### src/twc_pkg.sv
// Summary of operation
// - Address match and stop share one flag; a kind bit tells them apart.
// - Stop sets the address/stop flag only while stop reporting is enabled.
// - Match-all mode accepts every address, else own address, or address 0 when own address bit 0 is set.
// - Auto-step mode: code 3 write or data access clears flags and continues.
// - Enable bit switches the client function on.
// - Ack action sends ACK for 0, NACK for 1; never on data write.
// - Command field is a write strobe, reads zero; code 0 does nothing.
// - Code 2 runs ack action then waits for start; host read after byte flag only waits.
// - Code 3 after address flag runs ack action; after an ACK the byte flag follows.
// - Code 3 after byte flag sends a byte, or acks and receives next.
// - Ack value written with a command takes effect before that command.
// - Byte flag sets at byte end, also after a collided transfer.
// - Byte and address/stop flags clear on data access or code 2 or 3 command write.
// - Address/stop flag sets on own address or on reported stop.
// - Clock-hold bit reads one while the client stretches the clock.
// - Host-ack bit keeps the host's latest acknowledge, 1 for NACK.
// - Collision sets on lost high data bit or lost NACK after match.
// - Collision clears on write of one and on any start.
// - Illegal bus flag sets on protocol-violating stop; write one clears.
// - Kind bit reads 0 after a reported stop, 1 after an address.
// - Direction bit holds read/write bit of the last matching address received.
// - Each interrupt needs its enable, its flag and the global enable.
package twc_pkg;
  localparam int ADDR_W = 4;
  localparam logic [ADDR_W-1:0] OFS_CTRL_A = 4'h9;
  localparam logic [ADDR_W-1:0] OFS_CTRL_B = 4'ha;
  localparam logic [ADDR_W-1:0] OFS_STATUS = 4'hb;
  localparam logic [ADDR_W-1:0] OFS_ADDR = 4'hc;
  localparam logic [ADDR_W-1:0] OFS_DATA = 4'hd;
  localparam logic [7:0] REG_RESET = 8'h00;
  localparam int CA_ENABLE = 0;
  localparam int CA_AUTO_STEP = 1;
  localparam int CA_MATCH_ALL = 2;
  localparam int CA_STOP_IE = 5;
  localparam int CA_ADDR_STOP_IE = 6;
  localparam int CA_BYTE_IE = 7;
  localparam int CB_ACK_ACTION = 2;
  localparam int ST_BYTE_DONE = 7;
  localparam int ST_ADDR_STOP = 6;
  localparam int ST_STRETCH = 5;
  localparam int ST_HOST_ACK = 4;
  localparam int ST_CLASH = 3;
  localparam int ST_ILLEGAL = 2;
  localparam int ST_DIR = 1;
  localparam int ST_KIND = 0;
  localparam logic [7:0] CTRL_A_MASK = 8'he7;
  localparam logic [3:0] BITS_PER_BYTE = 4'h8;
  localparam logic [1:0] CMD_IDLE = 2'h0;
  localparam logic [1:0] CMD_RESERVED = 2'h1;
  localparam logic [1:0] CMD_FINISH = 2'h2;
  localparam logic [1:0] CMD_RESPONSE = 2'h3;
  typedef enum logic [3:0] {
    ST_IDLE,
    ST_ADDRESS,
    ST_ADDR_HOLD,
    ST_ACK_OUT,
    ST_RX_BYTE,
    ST_TX_BYTE,
    ST_HOST_ACK_BIT,
    ST_DATA_HOLD,
    ST_WAIT_START
  } twc_state_t;
endpackage : twc_pkg

### src/twc_client.sv
// Design decision made here: the address-and-strobe port.
`timescale 1ns/1ps
module twc_client (
  input wire logic clk,
  input wire logic resetn,
  input wire logic [twc_pkg::ADDR_W-1:0] addr,
  input wire logic [7:0] wdata,
  input wire logic wr,
  input wire logic rd,
  output logic [7:0] rdata,
  input wire logic scl_in,
  output logic scl_out,
  output logic scl_oe,
  input wire logic sda_in,
  output logic sda_out,
  output logic sda_oe,
  input wire logic global_irq_enable,
  output logic byte_irq,
  output logic addr_stop_irq
);
  import twc_pkg::*;

  twc_state_t state_reg;
  logic [7:0] client_control_a;
  logic ack_action;
  logic [7:0] client_addr_reg;
  logic [7:0] client_byte_reg;
  logic [7:0] shift_reg;
  logic [7:0] tx_shift_reg;
  logic [3:0] bit_cnt_reg;
  logic byte_done_flag;
  logic address_stop_flag;
  logic address_or_stop_kind;
  logic host_ack_seen;
  logic arbitration_clash_flag;
  logic illegal_bus_flag;
  logic dir_reg;
  logic lost_reg;
  logic after_addr_reg;
  logic ack_wait_reg;
  logic gie_reg;

  logic scl_s;
  logic sda_s;
  logic start_p;
  logic stop_p;
  logic scl_rise;
  logic scl_fall;
  logic bus_err;

  logic enable;
  logic auto_step;
  logic cmd_wr;
  logic stat_wr;
  logic data_rd;
  logic data_wr;
  logic go_finish;
  logic go_response;
  logic ack_now;
  logic addr_match;
  logic end_byte;
  logic ack_clash;
  logic tx_clash;
  logic set_dif;
  logic set_address_stop_flag_addr;
  logic set_address_stop_flag_stop;
  logic set_address_stop_flag;
  logic set_arbitration_clash_flag;
  logic flag_clear;
  logic trig_rx;
  logic trig_tx;
  logic [7:0] status_word;

  twc_sync #(
    .W(2)
  ) u_sync (
    .clk(clk),
    .resetn(resetn),
    .d({scl_in, sda_in}),
    .q({scl_s, sda_s})
  );

  twc_cond u_cond (
    .clk(clk),
    .resetn(resetn),
    .scl(scl_s),
    .sda(sda_s),
    .start_p(start_p),
    .stop_p(stop_p),
    .scl_rise(scl_rise),
    .scl_fall(scl_fall),
    .bus_err(bus_err)
  );

  function automatic logic hit(input logic [ADDR_W-1:0] a,
                               input logic [ADDR_W-1:0] ofs);
    hit = (a == ofs);
  endfunction : hit

  assign enable = client_control_a[CA_ENABLE];
  assign auto_step = client_control_a[CA_AUTO_STEP];
  assign cmd_wr = wr & hit(addr, OFS_CTRL_B);
  assign stat_wr = wr & hit(addr, OFS_STATUS);
  assign data_rd = rd & hit(addr, OFS_DATA);
  assign data_wr = wr & hit(addr, OFS_DATA);
  // Idle and reserved codes fall through both decodes untouched
  assign go_finish = cmd_wr & (wdata[1:0] == CMD_FINISH);
  assign go_response = cmd_wr & (wdata[1:0] == CMD_RESPONSE);
  // A value written together with the command wins over the stored one
  assign ack_now = cmd_wr ? wdata[CB_ACK_ACTION] : ack_action;

  assign addr_match = client_control_a[CA_MATCH_ALL] |
                      (shift_reg[7:1] == client_addr_reg[7:1]) |
                      (client_addr_reg[0] & (shift_reg[7:1] == 7'h00));
  assign end_byte = scl_fall & (bit_cnt_reg == BITS_PER_BYTE);

  // Auto-step lets a data access stand in for the response command
  assign trig_rx = go_response | (auto_step & data_rd);
  assign trig_tx = go_response | (auto_step & data_wr);

  always_comb begin
    ack_clash = (state_reg == ST_ACK_OUT) & scl_rise & ~sda_oe & ~sda_s;
    tx_clash = (state_reg == ST_TX_BYTE) & scl_rise & ~sda_oe & ~sda_s &
               ~lost_reg;
    set_arbitration_clash_flag = ack_clash | tx_clash;
    set_address_stop_flag_addr = (state_reg == ST_ADDRESS) & end_byte & addr_match;
    set_address_stop_flag_stop = stop_p & client_control_a[CA_STOP_IE] &
                    (state_reg != ST_IDLE);
    set_address_stop_flag = set_address_stop_flag_addr | set_address_stop_flag_stop | (ack_clash & after_addr_reg);
    set_dif = ((state_reg == ST_RX_BYTE) & end_byte) |
              ((state_reg == ST_HOST_ACK_BIT) & scl_fall) |
              ((state_reg == ST_ACK_OUT) & scl_fall & after_addr_reg &
               dir_reg & ~ack_wait_reg) |
              (ack_clash & ~after_addr_reg);
    flag_clear = data_rd | data_wr | go_finish | go_response;
  end

  always_ff @(posedge clk or negedge resetn) begin
    if (!resetn) begin
      client_control_a <= REG_RESET;
      ack_action <= 1'b0;
      client_addr_reg <= REG_RESET;
      gie_reg <= 1'b0;
    end else begin
      gie_reg <= global_irq_enable;
      if (wr && hit(addr, OFS_CTRL_A)) begin
        client_control_a <= wdata & CTRL_A_MASK;
      end
      if (cmd_wr) begin
        ack_action <= wdata[CB_ACK_ACTION];
      end
      if (wr && hit(addr, OFS_ADDR)) begin
        client_addr_reg <= wdata;
      end
    end
  end

  // Shared flag and vector; the kind bit records the cause
  always_ff @(posedge clk or negedge resetn) begin
    if (!resetn) begin
      byte_done_flag <= 1'b0;
      address_stop_flag <= 1'b0;
      address_or_stop_kind <= 1'b0;
    end else begin
      if (set_dif) begin
        byte_done_flag <= 1'b1;
      end else if (flag_clear ||
                   (stat_wr && wdata[ST_BYTE_DONE])) begin
        byte_done_flag <= 1'b0;
      end
      if (set_address_stop_flag) begin
        address_stop_flag <= 1'b1;
      end else if (flag_clear ||
                   (stat_wr && wdata[ST_ADDR_STOP])) begin
        address_stop_flag <= 1'b0;
      end
      if (set_address_stop_flag_addr) begin
        address_or_stop_kind <= 1'b1;
      end else if (set_address_stop_flag_stop) begin
        address_or_stop_kind <= 1'b0;
      end
    end
  end

  always_ff @(posedge clk or negedge resetn) begin
    if (!resetn) begin
      arbitration_clash_flag <= 1'b0;
      illegal_bus_flag <= 1'b0;
      host_ack_seen <= 1'b0;
    end else begin
      if (set_arbitration_clash_flag) begin
        arbitration_clash_flag <= 1'b1;
      end else if (start_p ||
                   (stat_wr && wdata[ST_CLASH])) begin
        arbitration_clash_flag <= 1'b0;
      end
      if (bus_err && enable) begin
        illegal_bus_flag <= 1'b1;
      end else if (stat_wr && wdata[ST_ILLEGAL]) begin
        illegal_bus_flag <= 1'b0;
      end
      if (state_reg == ST_HOST_ACK_BIT && scl_rise) begin
        host_ack_seen <= sda_s;
      end
    end
  end

  // Bus sequencer; the clock is held low only in the two hold states
  always_ff @(posedge clk or negedge resetn) begin
    if (!resetn) begin
      state_reg <= ST_IDLE;
      shift_reg <= REG_RESET;
      tx_shift_reg <= REG_RESET;
      bit_cnt_reg <= 4'h0;
      dir_reg <= 1'b0;
      lost_reg <= 1'b0;
      after_addr_reg <= 1'b0;
      ack_wait_reg <= 1'b0;
      scl_oe <= 1'b0;
      sda_oe <= 1'b0;
    end else if (!enable || stop_p || bus_err) begin
      state_reg <= ST_IDLE;
      scl_oe <= 1'b0;
      sda_oe <= 1'b0;
    end else if (start_p) begin
      state_reg <= ST_ADDRESS;
      bit_cnt_reg <= 4'h0;
      scl_oe <= 1'b0;
      sda_oe <= 1'b0;
    end else begin
      case (state_reg)
        ST_ADDRESS: begin
          if (scl_rise) begin
            shift_reg <= {shift_reg[6:0], sda_s};
            bit_cnt_reg <= bit_cnt_reg + 4'h1;
          end else if (end_byte) begin
            if (addr_match) begin
              dir_reg <= shift_reg[0];
              scl_oe <= 1'b1;
              state_reg <= ST_ADDR_HOLD;
            end else begin
              state_reg <= ST_WAIT_START;
            end
          end
        end
        ST_ADDR_HOLD: begin
          if (go_finish || trig_rx) begin
            sda_oe <= ~ack_now;
            ack_wait_reg <= go_finish | ack_now;
            after_addr_reg <= 1'b1;
            scl_oe <= 1'b0;
            state_reg <= ST_ACK_OUT;
          end
        end
        ST_ACK_OUT: begin
          if (ack_clash) begin
            sda_oe <= 1'b0;
            state_reg <= ST_WAIT_START;
          end else if (scl_fall) begin
            sda_oe <= 1'b0;
            bit_cnt_reg <= 4'h0;
            if (ack_wait_reg) begin
              state_reg <= ST_WAIT_START;
            end else if (after_addr_reg && dir_reg) begin
              scl_oe <= 1'b1;
              state_reg <= ST_DATA_HOLD;
            end else begin
              state_reg <= ST_RX_BYTE;
            end
          end
        end
        ST_RX_BYTE: begin
          if (scl_rise) begin
            shift_reg <= {shift_reg[6:0], sda_s};
            bit_cnt_reg <= bit_cnt_reg + 4'h1;
          end else if (end_byte) begin
            scl_oe <= 1'b1;
            state_reg <= ST_DATA_HOLD;
          end
        end
        ST_TX_BYTE: begin
          if (scl_rise) begin
            bit_cnt_reg <= bit_cnt_reg + 4'h1;
            if (tx_clash) begin
              lost_reg <= 1'b1;
            end
          end else if (scl_fall) begin
            if (bit_cnt_reg == BITS_PER_BYTE) begin
              sda_oe <= 1'b0;
              state_reg <= ST_HOST_ACK_BIT;
            end else begin
              tx_shift_reg <= {tx_shift_reg[6:0], 1'b0};
              // After a lost bit the line is left alone to the end
              sda_oe <= ~lost_reg & ~tx_shift_reg[6];
            end
          end
        end
        ST_HOST_ACK_BIT: begin
          if (scl_fall) begin
            scl_oe <= 1'b1;
            state_reg <= ST_DATA_HOLD;
          end
        end
        ST_DATA_HOLD: begin
          after_addr_reg <= 1'b0;
          if (dir_reg) begin
            if (go_finish) begin
              scl_oe <= 1'b0;
              state_reg <= ST_WAIT_START;
            end else if (trig_tx) begin
              tx_shift_reg <= client_byte_reg;
              sda_oe <= ~client_byte_reg[7];
              lost_reg <= 1'b0;
              bit_cnt_reg <= 4'h0;
              scl_oe <= 1'b0;
              state_reg <= ST_TX_BYTE;
            end
          end else if (go_finish || trig_rx) begin
            sda_oe <= ~ack_now;
            ack_wait_reg <= go_finish | ack_now;
            scl_oe <= 1'b0;
            state_reg <= ST_ACK_OUT;
          end
        end
        ST_IDLE, ST_WAIT_START: begin
          scl_oe <= 1'b0;
          sda_oe <= 1'b0;
        end
        default: begin
          state_reg <= ST_IDLE;
        end
      endcase
    end
  end

  // Hardware loads received bytes only at the end of a byte, while the
  // clock is stretched, so software and shifter never collide
  always_ff @(posedge clk or negedge resetn) begin
    if (!resetn) begin
      client_byte_reg <= REG_RESET;
    end else if (state_reg == ST_RX_BYTE && end_byte && !start_p &&
                 !stop_p) begin
      client_byte_reg <= shift_reg;
    end else if (data_wr) begin
      client_byte_reg <= wdata;
    end
  end

  always_comb begin
    status_word = REG_RESET;
    status_word[ST_BYTE_DONE] = byte_done_flag;
    status_word[ST_ADDR_STOP] = address_stop_flag;
    status_word[ST_STRETCH] = scl_oe;
    status_word[ST_HOST_ACK] = host_ack_seen;
    status_word[ST_CLASH] = arbitration_clash_flag;
    status_word[ST_ILLEGAL] = illegal_bus_flag;
    status_word[ST_DIR] = dir_reg;
    status_word[ST_KIND] = address_or_stop_kind;
  end

  always_ff @(posedge clk or negedge resetn) begin
    if (!resetn) begin
      rdata <= REG_RESET;
    end else if (rd) begin
      case (addr)
        OFS_CTRL_A: rdata <= client_control_a;
        // The command field never reads back
        OFS_CTRL_B: rdata <= {5'h00, ack_action, 2'h0};
        OFS_STATUS: rdata <= status_word;
        OFS_ADDR: rdata <= client_addr_reg;
        OFS_DATA: rdata <= client_byte_reg;
        default: rdata <= REG_RESET;
      endcase
    end else begin
      rdata <= REG_RESET;
    end
  end

  always_ff @(posedge clk or negedge resetn) begin
    if (!resetn) begin
      byte_irq <= 1'b0;
      addr_stop_irq <= 1'b0;
      scl_out <= 1'b0;
      sda_out <= 1'b0;
    end else begin
      byte_irq <= client_control_a[CA_BYTE_IE] & byte_done_flag &
                  gie_reg;
      addr_stop_irq <= client_control_a[CA_ADDR_STOP_IE] &
                       address_stop_flag & gie_reg;
      scl_out <= 1'b0;
      sda_out <= 1'b0;
    end
  end
endmodule : twc_client

### src/twc_cond.sv
`timescale 1ns/1ps
module twc_cond (
  input wire logic clk,
  input wire logic resetn,
  input wire logic scl,
  input wire logic sda,
  output logic start_p,
  output logic stop_p,
  output logic scl_rise,
  output logic scl_fall,
  output logic bus_err
);
  logic scl_prev_reg;
  logic sda_prev_reg;
  logic in_frame_reg;
  logic fall_seen_reg;
  logic start_now;
  logic stop_now;

  assign start_now = scl & scl_prev_reg & sda_prev_reg & ~sda;
  assign stop_now = scl & scl_prev_reg & ~sda_prev_reg & sda;

  always_ff @(posedge clk or negedge resetn) begin
    if (!resetn) begin
      scl_prev_reg <= 1'b1;
      sda_prev_reg <= 1'b1;
      start_p <= 1'b0;
      stop_p <= 1'b0;
      scl_rise <= 1'b0;
      scl_fall <= 1'b0;
    end else begin
      scl_prev_reg <= scl;
      sda_prev_reg <= sda;
      start_p <= start_now;
      stop_p <= stop_now;
      scl_rise <= scl & ~scl_prev_reg;
      scl_fall <= ~scl & scl_prev_reg;
    end
  end

  // A stop with no clock pulse since the start is a protocol violation
  always_ff @(posedge clk or negedge resetn) begin
    if (!resetn) begin
      in_frame_reg <= 1'b0;
      fall_seen_reg <= 1'b0;
      bus_err <= 1'b0;
    end else begin
      bus_err <= stop_now & in_frame_reg & ~fall_seen_reg;
      if (start_now) begin
        in_frame_reg <= 1'b1;
        fall_seen_reg <= 1'b0;
      end else if (stop_now) begin
        in_frame_reg <= 1'b0;
      end else if (~scl & scl_prev_reg) begin
        fall_seen_reg <= 1'b1;
      end
    end
  end
endmodule : twc_cond

### src/twc_sync.sv
`timescale 1ns/1ps
module twc_sync #(
  parameter int W = 2
) (
  input wire logic clk,
  input wire logic resetn,
  input wire logic [W-1:0] d,
  output logic [W-1:0] q
);
  logic [W-1:0] meta_reg;

  // Open-drain lines idle high, so the chain resets to ones
  always_ff @(posedge clk or negedge resetn) begin
    if (!resetn) begin
      meta_reg <= '1;
      q <= '1;
    end else begin
      meta_reg <= d;
      q <= meta_reg;
    end
  end
endmodule : twc_sync
### config.mk
export PLATFORM = sky130hd
export DESIGN_NAME = twc_client
export DESIGN_NICKNAME = d
export VERILOG_FILES = /design/src/twc_pkg.sv /design/src/twc_client.sv /design/src/twc_cond.sv /design/src/twc_sync.sv
export SDC_FILE = /design/constraint.sdc
export NUM_CORES = 1
export LEC_CHECK = 0
export BUFFER_PORTS_ARGS = -buffer_cell sky130_fd_sc_hd__buf_2
export CAP_MARGIN = 20
export CORE_MARGIN = 3
export CORE_UTILIZATION = 50
export DETAILED_ROUTE_END_ITERATION = 8
export GPL_TIMING_DRIVEN = 0
export PLACE_DENSITY = 0.68
export SKIP_LAST_GASP = 1
export SYNTH_ARGS = -nofsm -noshare
export SYNTH_HDL_FRONTEND = slang
export SYNTH_SLANG_ARGS = --single-unit
### constraint.sdc
create_clock -name clk -period 4.2 [get_ports clk]
set_clock_uncertainty 0.2 [all_clocks]
set_input_delay 0.84 -clock clk [delete_from_list [all_inputs] [get_ports clk]]
set_output_delay 0.84 -clock clk [all_outputs]
set_load 0.005 [all_outputs]
-- After elaboration in Yosys (flattened, before gate mapping)
Cells that the tools add are included.
- RAM bits: 0
- register bits: 82
- logic and storage cells: 305
- output and inout port bits: 14
- ROM bits: 0
- memories kept: 0
- latch bits: 0
- magnitude comparators: 0
- reduce and logical (&&, ||, !) cells: 51
- $mul: 0
- $add $sub $neg: 1
- divide/modulo/power cells: 0
- multiplexer cells: 94
- equal/unequal tests: 52
- shift-type cells: 0
- bitwise logic cells: 72
- operator list (cell ; number):
    $mux 4 ; 25
    $mux 1 ; 50
    $and 1x1->1 ; 43
    $mux 7 ; 6
    $pmux 8 s5 ; 1
    $pmux 4 s8 ; 1
    $eq 4x4->1 const B ; 7
    $mux 8 ; 3
    $ne 4x1->1 const B ; 5
    $reduce_bool 2->1 ; 10
    $eq 4x3->1 const B ; 4
    $ne 2x2->1 const B ; 8
    $ne 4x2->1 const B ; 4
    $ne 4x3->1 const B ; 4
    $reduce_and 8->1 ; 2
    $ne 3x2->1 const B ; 5
    $not 1->1 ; 15
    $or 1x1->1 ; 14
    $pmux 7 s2 ; 1
    $logic_and 1x1->1 ; 12
    $pmux 4 s3 ; 1
    $reduce_and 12->1 ; 1
    $reduce_and 4->1 ; 3
    $reduce_and 6->1 ; 2
    other kinds (26) ; 43

-- Depth between registers and ports, before layout
- depth after elaboration: 10
- depth in mapped cells: 9
- depth with buffers taken out: 8

-- By module
Synthesis repeated with hierarchy kept, for this count alone.
- cell total of the unflattened synthesis: 414
- area, all modules: 4291.6 sq um
- modules (own cells, without submodules) (module ; sequential area each (sq um) ; times used ; area an instance (sq um) ; cells an instance):
    twc_client ; 1726.7 ; 1 ; 3878.7 ; 391
    twc_cond ; 227.7 ; 1 ; 307.8 ; 19
    twc_sync ; 105.1 ; 1 ; 105.1 ; 4

-- Worst setup path before layout
No wires, ideal clock.
- path kind: input to register
- start: in addr[2] (netlist bit)
- end: reg state_reg[0]
- slack: 1.736 ns
- required time: 3.875 ns
- library setup time: 0.125 ns
- cell stages on the path: 7
- arrival: 2.139 ns
- path buffers: 1
- cells stage by stage: and4b_1 > buf_4 > and3_4 > nor4b_4 > a31oi_2 > o21ai_4 > mux2_4
- longest elaborated chain between the ends: 10
- elaborated cells on any way between the ends: 20
- those cells by class: eq/ne: 3; mux: 6; bitwise: 9; reduce/logical: 2
- RTL lines (what ; RTL line ; text):
    start, declared ; twc_client.sv:6 ; input wire logic [twc_pkg::ADDR_W-1:0] addr,
    $eq 4x4->1 ; twc_client.sv:97 ; hit = (a == ofs);
    $and 1x1->1 (on tied branches) ; twc_client.sv:102, twc_client.sv:104 ;
    $and 1x1->1 (on tied branches) ; twc_client.sv:108, twc_client.sv:118 ;
    $or 1x1->1 ; twc_client.sv:118 ; assign trig_rx = go_response | (auto_step & data_rd);
    $logic_or 1x1->1 ; twc_client.sv:247, twc_client.sv:318 ;
    $mux 4 ; n/a ;
    $mux 4 ; twc_client.sv:306 ; if (dir_reg) begin
    $pmux 4 s8 ; twc_client.sv:231 ; case (state_reg)
    $mux 4 ; twc_client.sv:225 ; end else if (start_p) begin
    $mux 4 ; twc_client.sv:221 ; end else if (!enable || stop_p || bus_err) begin
    end signal, assigned ; twc_client.sv:222 ; state_reg <= ST_IDLE;
    end signal, assigned ; twc_client.sv:226 ; state_reg <= ST_ADDRESS;
    end signal, assigned ; twc_client.sv:309 ; state_reg <= ST_WAIT_START;
    end, declared ; twc_client.sv:23 ; twc_state_t state_reg;
Several ways; a longest one is shown, not always the timed one.
A chain may end at the register's enable or synchronous reset.

-- Worst setup path after layout
- start: in wr
- end: reg state_reg[0]
- longest elaborated chain between the ends: 9
- elaborated cells on any way between the ends: 16
- those cells by class: eq/ne: 1; mux: 6; bitwise: 7; reduce/logical: 2
- RTL lines (what ; RTL line ; text):
    start, declared ; twc_client.sv:8 ; input wire logic wr,
    $and 1x1->1 ; twc_client.sv:102 ; assign cmd_wr = wr & hit(addr, OFS_CTRL_B);
    $and 1x1->1 ; twc_client.sv:108 ; assign go_response = cmd_wr & (wdata[1:0] == CMD_RESPONSE);
    $or 1x1->1 ; twc_client.sv:118 ;
    $logic_or 1x1->1 ; twc_client.sv:247, twc_client.sv:318 ;
    $mux 4 ; n/a ;
    $mux 4 ; twc_client.sv:306 ;
    $pmux 4 s8 ; twc_client.sv:231 ;
    $mux 4 ; twc_client.sv:225 ;
    $mux 4 ; twc_client.sv:221 ;
Several ways; a longest one is shown, not always the timed one.

==> summary.txt <==
Floorplan
  • Die area: 0.00992 mm^2
  • Die Y: 99.6 um
  • Io pins: 33
  • Chip Width: 99.6 um
  • Initial core utilization: 0.525
  • FP Rows: 33
  • Core area: 0.00834 mm^2

Timing
  • Final Hold Viols: 0
  • Setup TNS: 0 ns
  • Worst-Margin Slew: 0.631 ns
  • Fin crit period: 2.67 ns
  • RSZ-0062 raised after global routing: false
  • Max-slew violations: 0
  • F_max: 374 MHz
  • Crit share post-route: 0.637
  • Slew HR: 0.578
  • Final Setup Violations: 0

Synthesis
  • Sequential fraction of the synthesis area: 0.470
  • Post-synthesis xor/xnor area fraction: 0.0160
  • Post-synthesis share of cell area spent on full adders, half adders and majority gates: 0.00571
  • Ys flop type: dfrtp_1
  • Post-synthesis cell area: 0.00438 mm^2
  • Mux contribution to synthesized area: 0.107
  • Ys async rst share: 1.00
  • Mean post-synth cell area: 10.1 um^2
  • Yosys warns: 0
  • Distinct cells, synth: 70
  • Largest cells by area after synthesis: dfrtp_1 43%, mux2_2 6.4%, nor2_1 4.0%
  • Main combinational cell family by area after synthesis: simple AND/OR/NAND/NOR gates
  • Cell accounting for the most synthesized area: dfrtp_1
  • Area fraction of the dominant cell type after synthesis: 0.434
  • Compound-Gate Fraction of Synth Area: 0.156
  • Synth Area in Simple Gates: 0.207
  • Seq cells post-synth: 82
  • EDFF count, synth: 0
  • Mapped Cells: 434

Layout
  • Nets: 498
  • Antenna cells: 0
  • Final instance area: 0.00489 mm^2
  • Layout cells sized above 1: 0.230
  • Area added between synthesis and finish: 11.8%

CTS
  • Clk Latency, worst-skew pair: 0.36 ns
  • Number of H-tree levels: 3
  • Postcts setup bufs: 0
  • Reg clk slew, reported paths: 0.08 ns
  • CTS tree: built
  • Root Buffer: clkbuf_8
  • Clock tree buffer depth: 2
  • TritonCTS Buffers: 9
  • Clk sink count: 82
  • Post_cts resized: 0
  • CTS Hold Bufs: 0

Critical path
  • Cell depth of the worst flop-to-flop path: 8
  • Worst setup SP type: input port
  • CP max FO: 6
  • CP Data Required Time: 4.30 ns
  • Crit path DAT: 2.78 ns
  • Crit path kind: input port to flip-flop
  • Crit path capture type: flip-flop

Run status
  • Outcome: finished clean

Power and ir drop
  • Leak: 2.24 nW
  • Peak supply drop: 277 uV
  • PD cells: 370 mW/mm^2

Place
  • Post-DP Area: 0.00469 mm^2
  • DP HPWL: 8380 um
  • I/O Buffers: 30
  • Final estimated routing congestion in global placement: 1.00

Run
  • Max-cap violation count: 0

Drt
  • Vias: 3,548
  • Iter 0 DRT Violations: 413
  • ANT nets after route: 0
  • Total Wirelength: 11,200 um
  • Vias per cell: 6.04
  • Drt pass-1 iters: 5
  • DRC: 0
  • DR WL/cell: 19.0 um

Global routing
  • Vias in the first global route: 3,460
  • GRT overflow: 0
  • First-pass GRT wire length: 18,500 um
  • Pin count of the biggest net entering global routing: 46
  • Gr usage total: 0.242
  • Antenna violations before repair: 0

Worst hold path
  • HP Class: flip-flop to flip-flop
  • WHS Path Cells: 0
==> power breakdown <==
part / switching (W) / internal [W] / total, W
Combinational: 0.000151 / 0.000125 / 0.000276
Sequential: 0.0000801 / 0.000863 / 0.000943
Clock: 0.000312 / 0.000281 / 0.000593
Total: 0.000543 / 0.00127 / 0.00181
==> layout by cell type, fill, tap and decap left out, drive strengths merged, types with 12 or more instances in the layout <==
master / n
dfrtp: 76
buf: 49
nor2: 47
nand2: 43
mux2: 27
a21oi: 26
o21ai: 23
mux2i: 16
inv: 13
nand3: 12
clkbuf: 12
==> cells by family after synthesis <==
logic type / count (synthesis)
buf+inv: 32
xor+xnor: 8
simple gates: 169
fa+ha+maj: 2
other cells: 1
flops: 82
compound gates: 97
mux: 43
==> metal layers <==
metal	track usage	wire [um]
met3	0.0407	784
met1	0.362	5240
met2	0.355	4860
met4	0.0840	274
met5	0	0
==> synthesized netlist by cell type, drive strengths merged, types with 4 or more instances <==
master	number
a22oi	6
a31oi	8
xnor2	7
dfstp	6
mux2i	16
nand4b	5
and2	4
a22o	7
inv	10
o21ai	23
buf	18
or2	4
and3	5
nand3	12
nand2	43
mux2	27
nor3b	4
nor2b	10
nand4	5
dfrtp	76
nor3	11
nor2	47
a21oi	26
==> critical path, stage by stage <==
cell and delay, ns:
buf_2 0.14, nor2b_1 0.35, a32oi_2 0.27, nor3_1 0.29
nor4_1 0.09, a2111oi_0 0.55, mux2_4 0.25
==> final timing paths <==
path,start,to,slack (ns)
max,wr,state_reg[0],1.53
min,u_sync.meta_reg[0],u_sync.q[0],0.16
max reg2reg,bit_cnt_reg[0],state_reg[0],1.69
min reg2reg,u_sync.meta_reg[0],u_sync.q[0],0.16
max in group asynchronous,resetn,client_addr_reg[3],2.98
min in group asynchronous,resetn,state_reg[2],0.23
==> through the flow <==
step / worst slack, ns / cells / total power (W) / util / hold WS [ns]
floorplan: 1.74 / 435 / 0.00111 / - / 0.145
global placement: 1.20 / 570 / 0.00122 / 0.559 / 0.147
detailed placement: 1.19 / 571 / 0.00123 / 0.563 / 0.148
CTS: 1.59 / 587 / 0.00182 / 0.587 / 0.162
global route: 1.42 / 587 / 0.00190 / 0.587 / 0.164
finish: 1.53 / 587 / 0.00181 / 0.587 / 0.161
==> final cells by class <==
class                           count  area (um^2)
Buffer                             21          121
Clock buffer                        9          124
Clock inverter                      7         76.3
Fill cell                         738         3450
Inverter                           11         41.3
Multi-Input combinational cell    321         2160
Sequential cell                    82         2060
Tap cell                          105          131
Timing Repair Buffer               31          180
Note: power is estimated with default switching activity, not from simulation.
